[config.mk]
export PLATFORM = sky130hd
export DESIGN_NAME = dpr_host
export DESIGN_NICKNAME = d
export VERILOG_FILES = /design/src/rtl/dpr_pkg.sv /design/src/rtl/dpr_port_seq.sv /design/src/rtl/dpr_host.sv
export VERILOG_INCLUDE_DIRS = /design/src /design/src/rtl
export SDC_FILE = /design/constraint.sdc
export NUM_CORES = 1
export LEC_CHECK = 0
export BUFFER_PORTS_ARGS = -buffer_cell sky130_fd_sc_hd__buf_2
export CAP_MARGIN = 20
export CORE_UTILIZATION = 47
export DETAILED_ROUTE_END_ITERATION = 16
export GPL_ROUTABILITY_DRIVEN = 0
export GPL_TIMING_DRIVEN = 0
export HOLD_SLACK_MARGIN = 0.02
export PLACE_DENSITY = 0.79
export SLEW_MARGIN = 10
export SYNTH_ARGS = -nofsm -noshare
export SYNTH_HDL_FRONTEND = slang
export SYNTH_SLANG_ARGS = --single-unit
export TNS_END_PERCENT = 20
[constraint.sdc]
create_clock -name clock -period 1.7 [get_ports clock]
set_clock_uncertainty 0.1 [all_clocks]
set_input_delay 0.34 -clock clock [delete_from_list [all_inputs] [get_ports clock]]
set_output_delay 0.34 -clock clock [all_outputs]
set_load 0.005 [all_outputs]
[src/rtl/dpr_map.svh]
/*
 timing constants and widths of the dual-port memory host controller.
 assumes a 100 MHz clock; included by bare name.
*/
`ifndef DPR_MAP_SVH
`define DPR_MAP_SVH
`define DPR_CLK_PERIOD_NS 10
`define DPR_ADDR_W 12
`define DPR_DATA_W 8
`define DPR_DEPTH 4096
// read: longest access, ns
`define DPR_T_ACCESS_NS 70
// write pulse, ns
`define DPR_T_WRITE_PULSE_NS 60
// driver turn-off to high-z plus data setup, ns
`define DPR_T_TURNOFF_NS 30
`define DPR_T_SETUP_NS 30
// gap with strobes high between accesses, ns
`define DPR_T_RECOVER_NS 10
`define DPR_CYC(ns) (((ns) + `DPR_CLK_PERIOD_NS - 1) / `DPR_CLK_PERIOD_NS)
`endif

[src/rtl/dpr_pkg.sv]
/*
 types of the dual-port memory host controller.
 assumes dpr_map.svh is on the include path.
*/
`include "dpr_map.svh"
package dpr_pkg;
    typedef enum logic [2:0] {
        DPR_IDLE,
        DPR_SETUP,
        DPR_READ,
        DPR_WRITE,
        DPR_RECOVER
    } dpr_state_t;
    typedef logic [`DPR_ADDR_W-1:0] dpr_addr_t;
    typedef logic [`DPR_DATA_W-1:0] dpr_data_t;
endpackage

[src/rtl/dpr_port_seq.sv]
/*
 one host-side port sequencer for a static dual-port memory port.
 assumes pins synchronous to clock and the memory answers within the read time.
*/
`timescale 1ns/1ps
`include "dpr_map.svh"
module dpr_port_seq #(
    parameter int READ_CYC = `DPR_CYC(`DPR_T_ACCESS_NS),
    parameter int WRITE_CYC = `DPR_CYC(`DPR_T_WRITE_PULSE_NS),
    parameter int TURN_CYC = `DPR_CYC(`DPR_T_TURNOFF_NS + `DPR_T_SETUP_NS),
    parameter int REC_CYC = `DPR_CYC(`DPR_T_RECOVER_NS)
) (
    input wire logic clock,
    input wire logic rstn,
    input wire logic clk_en,
    input wire logic req_valid,
    output logic req_ready,
    input wire logic req_write,
    input wire logic req_oe_low,
    input wire dpr_pkg::dpr_addr_t req_addr,
    input wire dpr_pkg::dpr_data_t req_wdata,
    output logic rsp_valid,
    output dpr_pkg::dpr_data_t rsp_rdata,
    output logic sel_n,
    output logic rw_n,
    output logic oe_n,
    output dpr_pkg::dpr_addr_t port_address_bus,
    output dpr_pkg::dpr_data_t port_data_bus_out,
    output logic port_data_bus_oe,
    input wire dpr_pkg::dpr_data_t port_data_bus_in
);
    import dpr_pkg::*;
    localparam int WMAX = (WRITE_CYC > TURN_CYC) ? WRITE_CYC : TURN_CYC;
    typedef struct packed {
        dpr_state_t st;
        logic [7:0] cnt;
        logic wr;
        logic oel;
        dpr_addr_t addr;
        dpr_data_t wdata;
        dpr_data_t rdata;
        logic rvalid;
        logic sel_n;
        logic rw_n;
        logic oe_n;
        logic drive;
    } dpr_seq_t;
    dpr_seq_t s_r;
    dpr_seq_t s_nxt;

    always_comb begin
        s_nxt = s_r;
        s_nxt.rvalid = 1'b0;
        unique case (s_r.st)
            DPR_IDLE: begin
                if (req_valid) begin
                    // address changes only with select and direction high
                    s_nxt.addr = req_addr;
                    s_nxt.wdata = req_wdata;
                    s_nxt.wr = req_write;
                    s_nxt.oel = req_oe_low;
                    s_nxt.st = DPR_SETUP;
                end
            end
            DPR_SETUP: begin
                s_nxt.sel_n = 1'b0;
                if (s_r.wr) begin
                    // direction low with select; data held off the pins first
                    s_nxt.rw_n = 1'b0;
                    s_nxt.oe_n = ~s_r.oel;
                    s_nxt.cnt = 8'(s_r.oel ? WMAX : WRITE_CYC);
                    s_nxt.st = DPR_WRITE;
                end else begin
                    // read needs select and oe both low
                    s_nxt.oe_n = 1'b0;
                    s_nxt.cnt = 8'(READ_CYC);
                    s_nxt.st = DPR_READ;
                end
            end
            DPR_READ: begin
                if (s_r.cnt == 8'h01) begin
                    s_nxt.rdata = port_data_bus_in;
                    s_nxt.rvalid = 1'b1;
                    s_nxt.sel_n = 1'b1;
                    s_nxt.oe_n = 1'b1;
                    s_nxt.cnt = 8'(REC_CYC);
                    s_nxt.st = DPR_RECOVER;
                end else begin
                    s_nxt.cnt = s_r.cnt - 8'h01;
                end
            end
            DPR_WRITE: begin
                // drive after device drivers off when oe low
                if (s_r.cnt <= 8'(WRITE_CYC) || !s_r.oel) begin
                    s_nxt.drive = 1'b1;
                end
                if (s_r.cnt == 8'h01) begin
                    // direction, select and oe rise together, data kept one more cycle as hold
                    s_nxt.rw_n = 1'b1;
                    s_nxt.sel_n = 1'b1;
                    s_nxt.oe_n = 1'b1;
                    s_nxt.cnt = 8'(REC_CYC);
                    s_nxt.st = DPR_RECOVER;
                end else begin
                    s_nxt.cnt = s_r.cnt - 8'h01;
                end
            end
            DPR_RECOVER: begin
                s_nxt.drive = 1'b0;
                if (s_r.cnt <= 8'h01) begin
                    s_nxt.st = DPR_IDLE;
                end else begin
                    s_nxt.cnt = s_r.cnt - 8'h01;
                end
            end
        endcase
    end

    always_ff @(posedge clock) begin
        if (!rstn) begin
            s_r <= '0;
            s_r.st <= DPR_IDLE;
            s_r.sel_n <= 1'b1;
            s_r.rw_n <= 1'b1;
            s_r.oe_n <= 1'b1;
        end else if (clk_en) begin
            s_r <= s_nxt;
        end
    end

    assign req_ready = (s_r.st == DPR_IDLE);
    assign rsp_valid = s_r.rvalid;
    assign rsp_rdata = s_r.rdata;
    assign sel_n = s_r.sel_n;
    assign rw_n = s_r.rw_n;
    assign oe_n = s_r.oe_n;
    assign port_address_bus = s_r.addr;
    assign port_data_bus_out = s_r.wdata;
    assign port_data_bus_oe = s_r.drive;
endmodule

[src/rtl/dpr_host.sv]
/*
 host controller driving both ports of an asynchronous 4K x 8 dual-port static memory.
 assumes one 100 MHz clock, pins sampled synchronously, and the testbench resolving
 the data wires from the enables.
*/
// Contract
// - The host keeps direction or select high whenever it changes the address.
// - The host does not drive data while the memory still drives the pins.
// - With output enable low the write pulse is the longer of pulse or turn-off plus setup.
// - Behaviour holds only for different addresses; there is no arbitration or busy flag.
// - The users keep data integrity on same-address access themselves.
`timescale 1ns/1ps
`include "dpr_map.svh"
module dpr_host #(
    parameter int READ_CYC = `DPR_CYC(`DPR_T_ACCESS_NS),
    parameter int WRITE_CYC = `DPR_CYC(`DPR_T_WRITE_PULSE_NS),
    parameter int TURN_CYC = `DPR_CYC(`DPR_T_TURNOFF_NS + `DPR_T_SETUP_NS),
    parameter int REC_CYC = `DPR_CYC(`DPR_T_RECOVER_NS)
) (
    input wire logic clock,
    input wire logic rstn,
    input wire logic clk_en,
    input wire logic [1:0] req_valid,
    output logic [1:0] req_ready,
    input wire logic [1:0] req_write,
    input wire logic [1:0] req_oe_low,
    input wire dpr_pkg::dpr_addr_t [1:0] req_addr,
    input wire dpr_pkg::dpr_data_t [1:0] req_wdata,
    output logic [1:0] rsp_valid,
    output dpr_pkg::dpr_data_t [1:0] rsp_rdata,
    output logic [1:0] sel_n,
    output logic [1:0] rw_n,
    output logic [1:0] oe_n,
    output dpr_pkg::dpr_addr_t [1:0] port_address_bus,
    output dpr_pkg::dpr_data_t [1:0] port_data_bus_out,
    output logic [1:0] port_data_bus_oe,
    input wire dpr_pkg::dpr_data_t [1:0] port_data_bus_in,
    output logic same_addr_warn
);
    import dpr_pkg::*;
    typedef struct packed {
        logic warn;
    } dpr_top_t;
    dpr_top_t t_r;
    dpr_top_t t_nxt;

    // one sequencer per port, fully independent
    for (genvar p = 0; p < 2; p++) begin : g_port
        dpr_port_seq #(
            .READ_CYC(READ_CYC),
            .WRITE_CYC(WRITE_CYC),
            .TURN_CYC(TURN_CYC),
            .REC_CYC(REC_CYC)
        ) u_seq (
            .clock(clock),
            .rstn(rstn),
            .clk_en(clk_en),
            .req_valid(req_valid[p]),
            .req_ready(req_ready[p]),
            .req_write(req_write[p]),
            .req_oe_low(req_oe_low[p]),
            .req_addr(req_addr[p]),
            .req_wdata(req_wdata[p]),
            .rsp_valid(rsp_valid[p]),
            .rsp_rdata(rsp_rdata[p]),
            .sel_n(sel_n[p]),
            .rw_n(rw_n[p]),
            .oe_n(oe_n[p]),
            .port_address_bus(port_address_bus[p]),
            .port_data_bus_out(port_data_bus_out[p]),
            .port_data_bus_oe(port_data_bus_oe[p]),
            .port_data_bus_in(port_data_bus_in[p])
        );
    end

    // flag both ports selected on one address; no arbitration done
    always_comb begin
        t_nxt = t_r;
        t_nxt.warn = !sel_n[0] && !sel_n[1] && (port_address_bus[0] == port_address_bus[1]);
    end

    always_ff @(posedge clock) begin
        if (!rstn) begin
            t_r <= '0;
        end else if (clk_en) begin
            t_r <= t_nxt;
        end
    end

    assign same_addr_warn = t_r.warn;
endmodule

After elaboration in Yosys (flattened, before gate mapping)
Index checks and enable logic that the tools add are counted.
Word-level totals
  register bits after elaboration: 93
  bits in latches: 0
  RAM bits: 0
  ROM bits: 0
  bits of input ports: 65
  output and inout bits: 69
  logic and storage cells: 132
  memories kept: 0
Cells by class
  add/subtract/negate cells: 2
  $mul: 0
  div/mod/pow operators: 0
  $lt $le $gt $ge: 4
  eq/ne operators: 27
  shifts and indexed selects: 0
  mux-type cells: 38
  bitwise logic cells: 2
  reductions and logical operators: 34
Operators with widths (number)
  8-bit case mux with 3 select lines: 2
  8-bit two-way mux: 4
  3-bit two-way mux: 8
  2-bit by 1-bit inequality test with 1-bit output (second input constant): 12
  3-bit case mux with 4 select lines: 2
  3-bit AND reduction: 8
  4-bit AND reduction: 6
  9-bit two-way mux: 2
  8-bit by 1-bit == test with 1-bit output (second input constant): 2
  8-bit by 1-bit <= comparator with 1-bit output (second input constant): 2
  8-bit by 3-bit <= comparator with 1-bit output (second input constant): 2
  8-bit by 1-bit subtractor with 8-bit output (second input constant): 2
  12-bit == test: 1
  3-bit by 2-bit == test with 1-bit output (second input constant): 4
  1-bit case mux with 3 select lines: 4
  3-bit nonzero test: 4
  1-bit two-way mux: 10
  2-bit inequality test (second input constant): 4
  1-bit case mux with 2 select lines: 4
  2-bit nonzero test: 4
  3-bit by 1-bit == test with 1-bit output (second input constant): 2
  3-bit == test (second input constant): 2
  3-bit logical NOT: 2
  1-bit logical NOT: 4
  5 further kinds: 10

Logic depth before layout (Yosys ltp)
Gate-level depths: netlist of the first run.
  depth in word-level cells: 4
  mapped depth: 7
  gate-level depth less buffers: 7

Cells and area by module
Synthesis of the first run repeated with hierarchy kept, for this count alone.
Second synthesis, totals
  cells, all modules: 557
  area total of the unflattened synthesis: 4576.9 µm²
Modules (own cells, without submodules)
  dpr_port_seq: times used 2, cells an instance 268, area each 2203.4 µm², sequential area each 920.9 µm²
  dpr_host: times used 1, cells an instance 21, area each 170.2 µm², sequential area each 20.0 µm²

Worst setup path after synthesis of the first run
OpenSTA, ideal clock, no wires.
  path type: register to register
  start point: reg g_port[1].u_seq.s_r[35] (netlist name)
  end point: reg g_port[1].u_seq.s_r[36] (netlist name)
  library setup time: 0.134 ns
  arrival time: 1.608 ns
  data required time: 1.466 ns
  setup slack: -0.142 ns
  stages on the path, launching flop included: 8
  buffers on the path: 0
  clock period less this slack: 1.842 ns
  cells stage by stage: dfxtp_1 > inv_1 > ha_1 > or2_2 > a31oi_4 > o21ai_1 > a211oi_1 > a211oi_1
On the way
  longest elaborated chain between the ends: 3
  elaborated cells between the ends (all ways): 8
  classes of those cells: 1 x add/sub; 1 x order compare; 2 x eq/ne; 3 x mux; 1 x reduce/logical
RTL lines
  from (decl): line dpr_port_seq.sv:48  | dpr_seq_t s_r;
  from (signal assigned): line dpr_port_seq.sv:127  | s_r <= s_nxt;
  8-bit by 1-bit subtractor with 8-bit output, or another cell as far along: line dpr_port_seq.sv:89, dpr_port_seq.sv:105, dpr_port_seq.sv:113
  8-bit two-way mux, or another cell as far along: line dpr_port_seq.sv:110  | if (s_r.cnt <= 8'h01) begin
  8-bit case mux with 3 select lines / 3-bit AND reduction (equally long branches)
Parallel ways exist; a longest one is shown, timed or not. The select of a mux whose other input is x is not followed.
A chain may end at the register's enable or synchronous reset.

Worst setup path in the final report of the first run
  start point: reg g_port[0].u_seq.s_r[38] (netlist name)
  end point: reg, netlist name g_port[0].u_seq.oe_n
On the way
  longest elaborated chain between the ends: 3
  elaborated cells between the ends (all ways): 4
  classes of those cells: 3 x eq/ne; 1 x reduce/logical
RTL lines (line)
  from (decl): dpr_port_seq.sv:48
  from (signal assigned): dpr_port_seq.sv:127
  8-bit by 1-bit == test with 1-bit output (*): dpr_port_seq.sv:81, dpr_port_seq.sv:97
  2-bit by 1-bit inequality test with 1-bit output (no line)
  4-bit AND reduction (no line) (*)
Mark *: on every way between the ends. The rest lies on a longest branch, timed or not.

==> run_results.csv, run 1 <==
group,metric,value,unit
sta,setup_viol_count_final,14,
floorplanning,die_w,102,µm
logic_synthesis,ys_seq_area_frac,0.394,
sta,max_slew_margin,0.597,
critical_path,cp-start-kind,"flip-flop",
logic_synthesis,synth_cell_types,56,
pwr,peakVddDrop,0.646,mV
critical_path,crit_type,"flip-flop to flip-flop",
drt,routed_via_density,5.32,
clock_tree,clkTransAtPathRegs,100,ps
floorplanning,row_count,36,
logic_synthesis,ys_seq_elements,93,
sta,finalMaxSlewViolations,0,
pwr,power_density,802,nW/µm²
drt,wl_per_cell,14.9,µm
drt,drc,0,
clock_tree,cts_max_level,3,
drt,ant_nets,0,
flow_run,maxCapViolCount,0,
logic_synthesis,synth_cells,585,
logic_synthesis,yosysTopAreaCell,"dfxtp_1",
clock_tree,clockRootBuffer,"clkbuf_8",
drt,routed_wl,13.4,mm
clock_tree,clockBufferDepth,2,
critical_path,cp_top_family,"compound AO/OA/AOI/OAI gates",
sta,tightest_slew,605,ps
global_route,grt_pass1_wl,20.7,mm
logic_synthesis,netlist_area,4720,µm²
final_layout,postLayoutCoreUtil,0.648,
clock_tree,cts_made_buffers,9,
pwr,power.leakage,2.87,nW
sta,max_freq,566,MHz
drt,vias,4794,
global_route,grt_pass1_vias,4486,
logic_synthesis,async_reset_ff_frac,0,
clock_tree,cts.sinks,93,
placement,placed_cells,850,
final_layout,fillers,816,
floorplanning,die_area,10400,µm²
clock_tree,holdBufCountCts,0,
final_layout,diodes,0,
logic_synthesis,ys_top_cells_by_area,"dfxtp_1 39%, buf_4 11%, nand2_1 9.2%",
floorplanning,coreArea,9770,µm²
critical_path,crit_slowest_cell,"dfxtp_4",
drt,firstDrtPassIters,5,
logic_synthesis,synth_top_cell_area_share,0.394,
global_route,grt_usage,0.253,
global_route,grt_overflow,0,
logic_synthesis,yosysWarnings,0,
floorplanning,die_h,102,µm
floorplanning,initial_core_util,0.483,
final_layout,layout.cells.non_filler,901,
sta,fin_ws,-65.4,ps
clock_tree,clkLatencyLatePin,380,ps
logic_synthesis,avgSynthCellArea,8.07,µm²
critical_path,cp.arrival,1930,ps
global_route,grt_max_degree,17,
sta,period_needed,1770,ps
floorplanning,io_pins,134,
run_status,violations,"setup timing",
drt,drt-initial-drc-count,313,
critical_path,crit_buf_inv,1,
sta,finalCritPeriodShare,1.04,
clock_tree,cts_tree,"built",
logic_synthesis,synth-main-ff-cell,"dfxtp_1",
final_layout,drive_gt1_frac,0.436,
critical_path,worstPathRequired,1860,ps
placement,hpwl,9.00,mm
sta,rsz0062_at_grt,"true",
final_layout,fin_nets,834,
critical_path,slowest_delay,370,ps
placement,io_buffers,132,
final_layout,area_growth,34.3,%
logic_synthesis,synth_edf_count,0,
critical_path,crit_fanout,6,
logic_synthesis,synth_nets,656,
global_route,antenna_found_initial,0,
run_status,status,"finished, violations left",
sta,hold_viol,0,
hold_path,hp-class,"input port to flip-flop",
critical_path,endpoint_kind,"flip-flop",
critical_path,path_cells,"nor4_4, o211ai_1, buf_4, a21oi_4, nor2_1, o31a_1",
-- cells in the mapped netlist (8+ instances only) --
cell type    n
clkbuf_1    20
nor2_1      31
buf_4       68
nand2_1    116
nand4_1      8
nand2b_1     8
xor2_1      12
dfxtp_1     93
nor3_1       8
mux2i_1      8
a21oi_1     65
o21ai_0     12
inv_1       12
o21ai_1     13
nand3_1     17
-- area by class of cell --
class,instances,area (µm²),area share
Clock buffer,10,138,0.0217
Tap cell,133,166,0.0263
Multi-Input combinational cell,383,2400,0.378
Buffer,93,651,0.103
Sequential cell,93,1900,0.300
Clock inverter,6,45.0,0.00711
Inverter,13,53.8,0.00849
Timing Repair Buffer,170,985,0.155
-- worst reg2reg max path: cells and delay by family (launching register included) --
family,cells,cell delay (ps)
AOI/OAI and AO/OA,3,630
buffers and inverters,1,170
DFF,1,370
and+or+nand+nor,2,390
-- placed cells by master, fill, tap and decap left out, drive strengths merged, types with 5 or more instances in the layout --
cell / count
clkbuf: 30
nor2: 33
nand3: 18
nor4: 8
ha: 6
nand2b: 8
inv: 15
nor3: 15
nand2: 116
nand4: 9
dfxtp: 93
o21ai: 26
mux2i: 8
a21oi: 66
o211ai: 6
xor2: 12
and3: 5
buf: 243
-- layer usage --
| layer | vias to the layer above | wire length [µm] | global-route usage | part of all wire |
|---|---|---|---|---|
| met1 | 2245 | 5250 | 0.282 | 0.39 |
| met4 | 0 | 546 | 0.122 | 0.041 |
| met5 | - | 0 | 0 | 0 |
| li1 | 2280 | - | - | - |
| met2 | 214 | 6770 | 0.442 | 0.50 |
| met3 | 55 | 871 | 0.0705 | 0.065 |
-- power breakdown --
part	internal [mW]	switching, mW
clock network	0.579	0.836
logic	0.607	0.645
registers	2.29	0.126
-- metrics by stage --
step           worst slack [ps]  power, mW  hold WS [ps]  cell area [µm²]  TNS, ps
5_1_grt                    -127       5.31          79.7             6340    -2260
2_1_floorplan             -19.4       3.10           329             4730    -19.4
3_3_place_gp               -253       3.38           337             5560   -10930
4_1_cts                   -88.5       4.96          70.5             6100     -162
6_report                  -65.4       5.08          87.2             6340     -523
3_5_place_dp               -288       3.42           347             5560   -13320
-- repair_timing --
action,4_1_cts,5_1_grt
buffers inserted,27,11
setup endpoints to repair,58,82
pin swaps,21,20
resized for setup,45,42
endpoints found under the hold margin,0,0
-- worst paths after layout --
kind / depth (start not counted) / to / start / slack, ps
setup / recovery: 6 / g_port[0].u_seq.oe_n$_SDFFE_PN1P_ / g_port[0].u_seq.s_r[38]$_SDFFE_PN0P_ / -70
setup reg to reg: 6 / g_port[0].u_seq.oe_n$_SDFFE_PN1P_ / g_port[0].u_seq.s_r[38]$_SDFFE_PN0P_ / -70
hold reg to reg: 2 / g_port[0].u_seq.rsp_rdata[1]$_SDFFE_PN0P_ / g_port[0].u_seq.rsp_rdata[1]$_SDFFE_PN0P_ / 360
hold / removal: 3 / g_port[1].u_seq.port_data_bus_out[0]$_SDFFE_PN0P_ / req_wdata[8] / 90
-- flip-flops by register name, indices dropped and copies added, names as in the netlist --
name	count
g_port.u_seq.s_r	26
g_port.u_seq.port_address_bus	24
g_port.u_seq.port_data_bus_out	16
g_port.u_seq.rsp_rdata	16
g_port.u_seq.oe_n	2
g_port.u_seq.port_data_bus_oe	2
g_port.u_seq.rsp_valid	2
g_port.u_seq.rw_n	2
g_port.u_seq.sel_n	2
same_addr_warn	1
-- logic make-up (layout without fill, tap and decap cells) --
logic type      after synthesis  after routing  synth area share
fa+ha+maj                     6              6            0.0159
mux                           8              8            0.0170
compound gates              128            128             0.165
simple gates                225            225             0.232
buf+inv                     109            292             0.146
xor+xnor                     16             16            0.0297
flops                        93             93             0.394
Power figures use the tool's default switching activity.
==> inputs of run 2 (changes only) <==
Settings changed: ABC_AREA set to 1.
==> run 2 against run 1 <==
The run now ends clean. Flip-flop and latch count is the same. Register-to-register slack gained 120 ps. Sequential share of layout area grew 0.85 points. First-iteration DRC count shrank 29%. Critical path type is now flip-flop to output port. Highest routed layer unchanged.
==> run_results.csv, run 2 <==
group,metric,value,unit
global_route,grt_pass1_wl,18.5,mm
global_route,met3_usage,0.0319,
final_layout,final_common_cell,"buf_2",
final_layout,fin_nets,905,
logic_synthesis,ys_seq_area_frac,0.391,
sta,max_slew_margin,0.591,
placement,place_ws,-351,ps
clock_tree,cts_max_level,3,
global_route,grt_overflow,0,
critical_path,cp_top_family,"flip-flops",
final_layout,mostFrequentLayoutCells,"141 x buf_2, 96 x inv_1, 86 x dfxtp_1",
drt,wl_per_cell,12.6,µm
placement,hpwl,8.85,mm
final_layout,largest_reg_flops,26,
logic_synthesis,synth_top_family_by_area,"buffers and inverters",
critical_path,reg2reg_from,"g_port[0].u_seq.s_r[36]$_SDFFE_PN0P_",
critical_path,crit_fanout,4,
critical_path,cp-start-kind,"flip-flop",
logic_synthesis,synth_cells,678,
placement,io_buffers,133,
logic_synthesis,netlist_area,4760,µm²
sta,rsz0062_at_grt,"true",
logic_synthesis,synth_top_cell_area_share,0.391,
final_layout,diodes,0,
placement,place_area,5590,µm²
drt,drc,0,
pwr,power_density,1320,nW/µm²
critical_path,cp.arrival,1250,ps
logic_synthesis,ys_seq_elements,93,
floorplanning,die_w,103,µm
critical_path,r2r_end,"g_port[0].u_seq.rsp_rdata[0]$_SDFFE_PN0P_",
final_layout,design_area,6080,µm²
pwr,p_total,8.06,mW
sta,fin_ws,5.86,ps
drt,firstDrtPassIters,5,
critical_path,r2r_cells,8,
logic_synthesis,muxShareOfSynthArea,0,
logic_synthesis,synth_edf_count,0,
clock_tree,cts.sinks,93,
flow_run,maxCapViolCount,0,
global_route,grt_pass1_vias,3905,
critical_path,path_depth,5,
clock_tree,clkTransAtPathRegs,100,ps
global_route,use_met2,0.378,
clock_tree,cts_tree,"built",
final_layout,fillers,915,
critical_path,reg2reg_slack,50,ps
critical_path,crit_slowest_cell,"dfxtp_2",
critical_path,path_cells,"nor2_4, inv_2, nor2_4, buf_4, buf_2",
critical_path,crit_type,"flip-flop to output port",
logic_synthesis,yosysWarnings,0,
sta,whs,132,ps
hold_path,hp-class,"input port to flip-flop",
floorplanning,coreArea,9770,µm²
logic_synthesis,synth_fa_ha_area_frac,0.0158,
logic_synthesis,synth_cell_types,30,
critical_path,crit_end,"req_ready[0]",
pwr,peakVddDrop,0.595,mV
drt,drt-initial-drc-count,222,
clock_tree,clockBufferDepth,2,
drt,routed_via_density,4.81,
logic_synthesis,synth_compound_area_frac,0.181,
sta,tns,0,ps
critical_path,slowest_delay,360,ps
drt,ant_nets,0,
global_route,grt_max_degree,17,
floorplanning,row_count,36,
logic_synthesis,synthXorXnorAreaFrac,0.00920,
final_layout,area_growth,27.8,%
drt,vias,4676,
critical_path,endpoint_kind,"output port",
run_status,status,"complete, no violations",
critical_path,worstPathRequired,1260,ps
logic_synthesis,ys_top_cells_by_area,"dfxtp_1 39%, buf_4 11%, o21ai_0 8.3%",
drt,routed_wl,12.2,mm
global_route,use_met1,0.296,
global_route,grt_usage,0.224,
critical_path,crit_buf_inv,3,
floorplanning,die_area,10500,µm²
pwr,power.leakage,2.96,nW
clock_tree,cts_made_buffers,9,
clock_tree,clkLatencyLatePin,360,ps
logic_synthesis,synth_commonest_cells,"102 x inv_1, 93 x dfxtp_1, 90 x nand2_1",
floorplanning,die_h,103,µm
sta,tightest_slew,614,ps
critical_path,cpMostUsedCell,"nor2_4",
logic_synthesis,synth_simple_gate_area_frac,0.189,
clock_tree,clockRootBuffer,"clkbuf_8",
sta,finalCritPeriodShare,0.997,
logic_synthesis,avgSynthCellArea,7.02,µm²
logic_synthesis,synth-main-ff-cell,"dfxtp_1",
final_layout,regMostFlops,"g_port.u_seq.s_r",
sta,max_freq,590,MHz
logic_synthesis,synthMostInstantiatedCell,"inv_1",
logic_synthesis,async_reset_ff_frac,0,
final_layout,drive_gt1_frac,0.353,
sta,hold_viol,0,
clock_tree,holdBufCountCts,0,
global_route,antenna_found_initial,0,
sta,setup_viol_count_final,0,
critical_path,crit_path_start,"g_port[0].u_seq.s_r[43]$_SDFFE_PN0P_",
logic_synthesis,synth_nets,749,
logic_synthesis,yosysTopAreaCell,"dfxtp_1",
floorplanning,initial_core_util,0.487,
floorplanning,io_pins,134,
sta,period_needed,1690,ps
global_route,busiest_layer,"met2",
sta,finalMaxSlewViolations,0,
-- run 2: per-layer routing --
metal,vias to the layer above,wire length [µm],share of wire
li1,2402,-,-
met1,2110,5400,0.44
met2,145,5860,0.48
met3,19,721,0.059
met4,0,231,0.019
met5,-,0,0
-- run 2: worst min-delay path, delay by kind of cell --
kind | cells | cell delay [ps]
buf+inv | 1 | 70
compound gates | 2 | 150
-- run 2: where the power goes --
group / internal, mW / switching, mW
combinational: 1.52 / 2.07
clock: 0.686 / 0.824
sequential: 2.60 / 0.355
-- run 2: kinds of logic after synthesis --
logic type	count (synthesis)
buffers and inverters	195
flip-flops	93
AO/OA/AOI/OAI	168
XOR/XNOR	5
adder cells (fa/ha/maj)	6
AND/OR/NAND/NOR	211
-- run 2: area by class of cell --
cell class | instances | area [µm²] | area share
Tap cell | 133 | 166 | 0.0274
Timing Repair Buffer | 144 | 747 | 0.123
Inverter | 105 | 404 | 0.0664
Clock inverter | 7 | 72.6 | 0.0119
Sequential cell | 93 | 1880 | 0.309
Buffer | 90 | 632 | 0.104
Clock buffer | 9 | 124 | 0.0204
Multi-Input combinational cell | 391 | 2060 | 0.338
-- run 2: worst min-delay path by stage --
stage	start	end	depth (start not counted)
final	port_data_bus_in[4]	g_port[0].u_seq.rsp_rdata[4]$_SDFFE_PN0P_	3
after floorplan	g_port[1].u_seq.rsp_rdata[0]$_SDFFE_PN0P_	g_port[1].u_seq.rsp_rdata[0]$_SDFFE_PN0P_	2
after CTS	port_data_bus_in[4]	g_port[0].u_seq.rsp_rdata[4]$_SDFFE_PN0P_	3
after global placement	g_port[1].u_seq.rsp_rdata[1]$_SDFFE_PN0P_	g_port[1].u_seq.rsp_rdata[1]$_SDFFE_PN0P_	2
after detailed placement	g_port[1].u_seq.port_data_bus_out[1]$_SDFFE_PN0P_	g_port[1].u_seq.port_data_bus_out[1]$_SDFFE_PN0P_	2
after global routing	port_data_bus_in[7]	g_port[0].u_seq.rsp_rdata[7]$_SDFFE_PN0P_	3
-- run 2: timing repair --
item                       in CTS  in global routing
hold endpoints to repair        0                  0
gates cloned                    0                  3
setup endpoints to repair      48                 72
pin swaps                       2                  8
setup buffers                   2                  7
resized for setup              14                 60
-- run 2: metrics by stage --
stage / std cells / utilization
floorplan: 678 / -
global placement: 944 / 0.572
detailed placement: 944 / 0.572
CTS: 962 / 0.598
global route: 972 / 0.622
finish: 972 / 0.622
==> inputs of run 3 (changes only) <==
Settings changed: ABC_CLOCK_PERIOD_IN_PS set to 1700, RECOVER_POWER set to 50.
==> run 3 against run 2 <==
Via count is 0.21% lower. Maximum frequency hardly changed. Sequential share of layout area is 0.22 points higher. Setup slack worse by 0.94 ps. Global-route usage stayed put. Combinational power is 1% lower. Flip-flop and latch count stayed put. Non-clock buffer count stayed put. Total power is 0.46% lower. Clock power hardly changed. Critical path depth stayed put.
==> run_results.csv, run 3 (synthesis results as in run 2) <==
group,metric,value,unit
drt,ant_nets,0,
drt,routed_via_density,4.80,
sta,finalCritPeriodShare,0.997,
critical_path,cp.arrival,1260,ps
global_route,grt_overflow,0,
drt,drt-initial-drc-count,243,
floorplanning,die_w,103,µm
pwr,power.leakage,2.82,nW
floorplanning,io_pins,134,
critical_path,crit_fanout,4,
placement,io_buffers,133,
sta,tightest_slew,611,ps
clock_tree,clockRootBuffer,"clkbuf_8",
clock_tree,holdBufCountCts,0,
sta,whs,133,ps
global_route,use_met2,0.378,
final_layout,regMostFlops,"g_port.u_seq.s_r",
pwr,intPower,4.78,mW
final_layout,fillers,926,
global_route,grt_pass1_vias,3905,
sta,tns,0,ps
clock_tree,cts_max_level,3,
critical_path,endpoint_kind,"output port",
pwr,peakVddDrop,0.593,mV
clock_tree,cts.sinks,93,
global_route,grt_max_degree,17,
hold_path,hp-class,"input port to flip-flop",
clock_tree,clockBufferDepth,2,
clock_tree,clkTransAtPathRegs,100,ps
final_layout,largest_reg_flops,26,
critical_path,r2r_cells,8,
drt,vias,4666,
drt,routed_wl,12.2,mm
run_status,status,"complete, no violations",
pwr,p_switching,3.24,mW
floorplanning,initial_core_util,0.487,
global_route,grt_pass1_wl,18.5,mm
sta,max_freq,590,MHz
sta,period_needed,1700,ps
pwr,power_density,1330,nW/µm²
sta,rsz0062_at_grt,"true",
critical_path,worstPathRequired,1260,ps
final_layout,fin_nets,905,
global_route,antenna_found_initial,0,
floorplanning,row_count,36,
floorplanning,coreArea,9770,µm²
sta,hold_viol,0,
pwr,pwr-share-clk,0.188,
critical_path,crit_type,"flip-flop to output port",
critical_path,cp-start-kind,"flip-flop",
sta,setup_viol_count_final,0,
sta,finalMaxSlewViolations,0,
clock_tree,cts_tree,"built",
global_route,met3_usage,0.0319,
final_layout,diodes,0,
final_layout,final_common_cell,"buf_2",
final_layout,area_growth,26.9,%
drt,firstDrtPassIters,4,
pwr,p_seq_frac,0.368,
clock_tree,cts_made_buffers,9,
global_route,use_met1,0.296,
clock_tree,clkLatencyLatePin,360,ps
pwr,p_comb_frac,0.444,
pwr,swShare,0.404,
final_layout,mostFrequentLayoutCells,"107 x buf_2, 96 x inv_1, 86 x dfxtp_1",
floorplanning,die_h,103,µm
final_layout,drive_gt1_frac,0.312,
floorplanning,die_area,10500,µm²
hold_path,min_path_cells,3,
flow_run,maxCapViolCount,0,
placement,hpwl,8.85,mm
global_route,busiest_layer,"met2",
drt,wl_per_cell,12.5,µm
global_route,grt_usage,0.224,
sta,max_slew_margin,0.593,
drt,drc,0,
-- run 3: changes by cell type in the layout (fill, tap and decap cells not counted), sizes merged --
| cell | delta |
|---|---|
| buf | -65 |
| clkbuf | +65 |
-- run 3: power groups by stage --
stage          Clock [mW]  Combinational, mW  Sequential (mW)
3_5_place_dp            0               3.13             2.95
6_report             1.51               3.56             2.95
4_1_cts              1.53               3.22             2.91
2_1_floorplan           0               2.37             2.87
3_3_place_gp            0               3.09             2.94
5_1_grt              1.62               4.05             3.00
-- run 3: area by class of cell --
class	instances	area [µm²]	area share
Clock buffer	9	124	0.0205
Timing Repair Buffer	144	707	0.117
Tap cell	133	166	0.0276
Inverter	105	404	0.0669
Multi-Input combinational cell	391	2060	0.341
Sequential cell	93	1880	0.311
Clock inverter	7	72.6	0.0120
Buffer	90	629	0.104
-- run 3: repair_timing --
item	in CTS	in global routing
setup endpoints to repair	48	72
gates resized for setup	14	60
pin swaps	2	8
cloned	0	3
buffers inserted	2	7
-- run 3: worst paths after layout --
path | startpoint | to | slack, ps
max | g_port[0].u_seq.s_r[43]$_SDFFE_PN0P_ | req_ready[0] | 5
min | port_data_bus_in[4] | g_port[0].u_seq.rsp_rdata[4]$_SDFFE_PN0P_ | 130
max reg2reg | g_port[0].u_seq.s_r[36]$_SDFFE_PN0P_ | g_port[0].u_seq.rsp_rdata[0]$_SDFFE_PN0P_ | 50
min reg2reg | g_port[0].u_seq.port_data_bus_out[4]$_SDFFE_PN0P_ | g_port[0].u_seq.port_data_bus_out[4]$_SDFFE_PN0P_ | 350
-- run 3: metrics by stage --
step	setup WS [ps]	total power, mW	cell area (µm²)	utilization	instances
4_1_cts	-20.1	7.66	5840	0.598	962
3_3_place_gp	-331	6.03	5590	0.572	944
2_1_floorplan	116	5.24	4760	-	678
3_5_place_dp	-351	6.08	5590	0.572	944
6_report	4.92	8.02	6040	0.618	972
5_1_grt	-50.2	8.68	6040	0.618	972
-- run 3: critical path, stage by stage (launching register included) --
cell     delay [ps]
dfxtp_2         360
nor2_4          130
inv_2            60
nor2_4          130
buf_4           120
buf_2            90
-- run 3: metal layers --
layer / vias to the layer above / wire length [µm]
li1: 2400 / -
met1: 2114 / 5380
met2: 134 / 5840
met3: 18 / 710
met4: 0 / 217
met5: - / 0
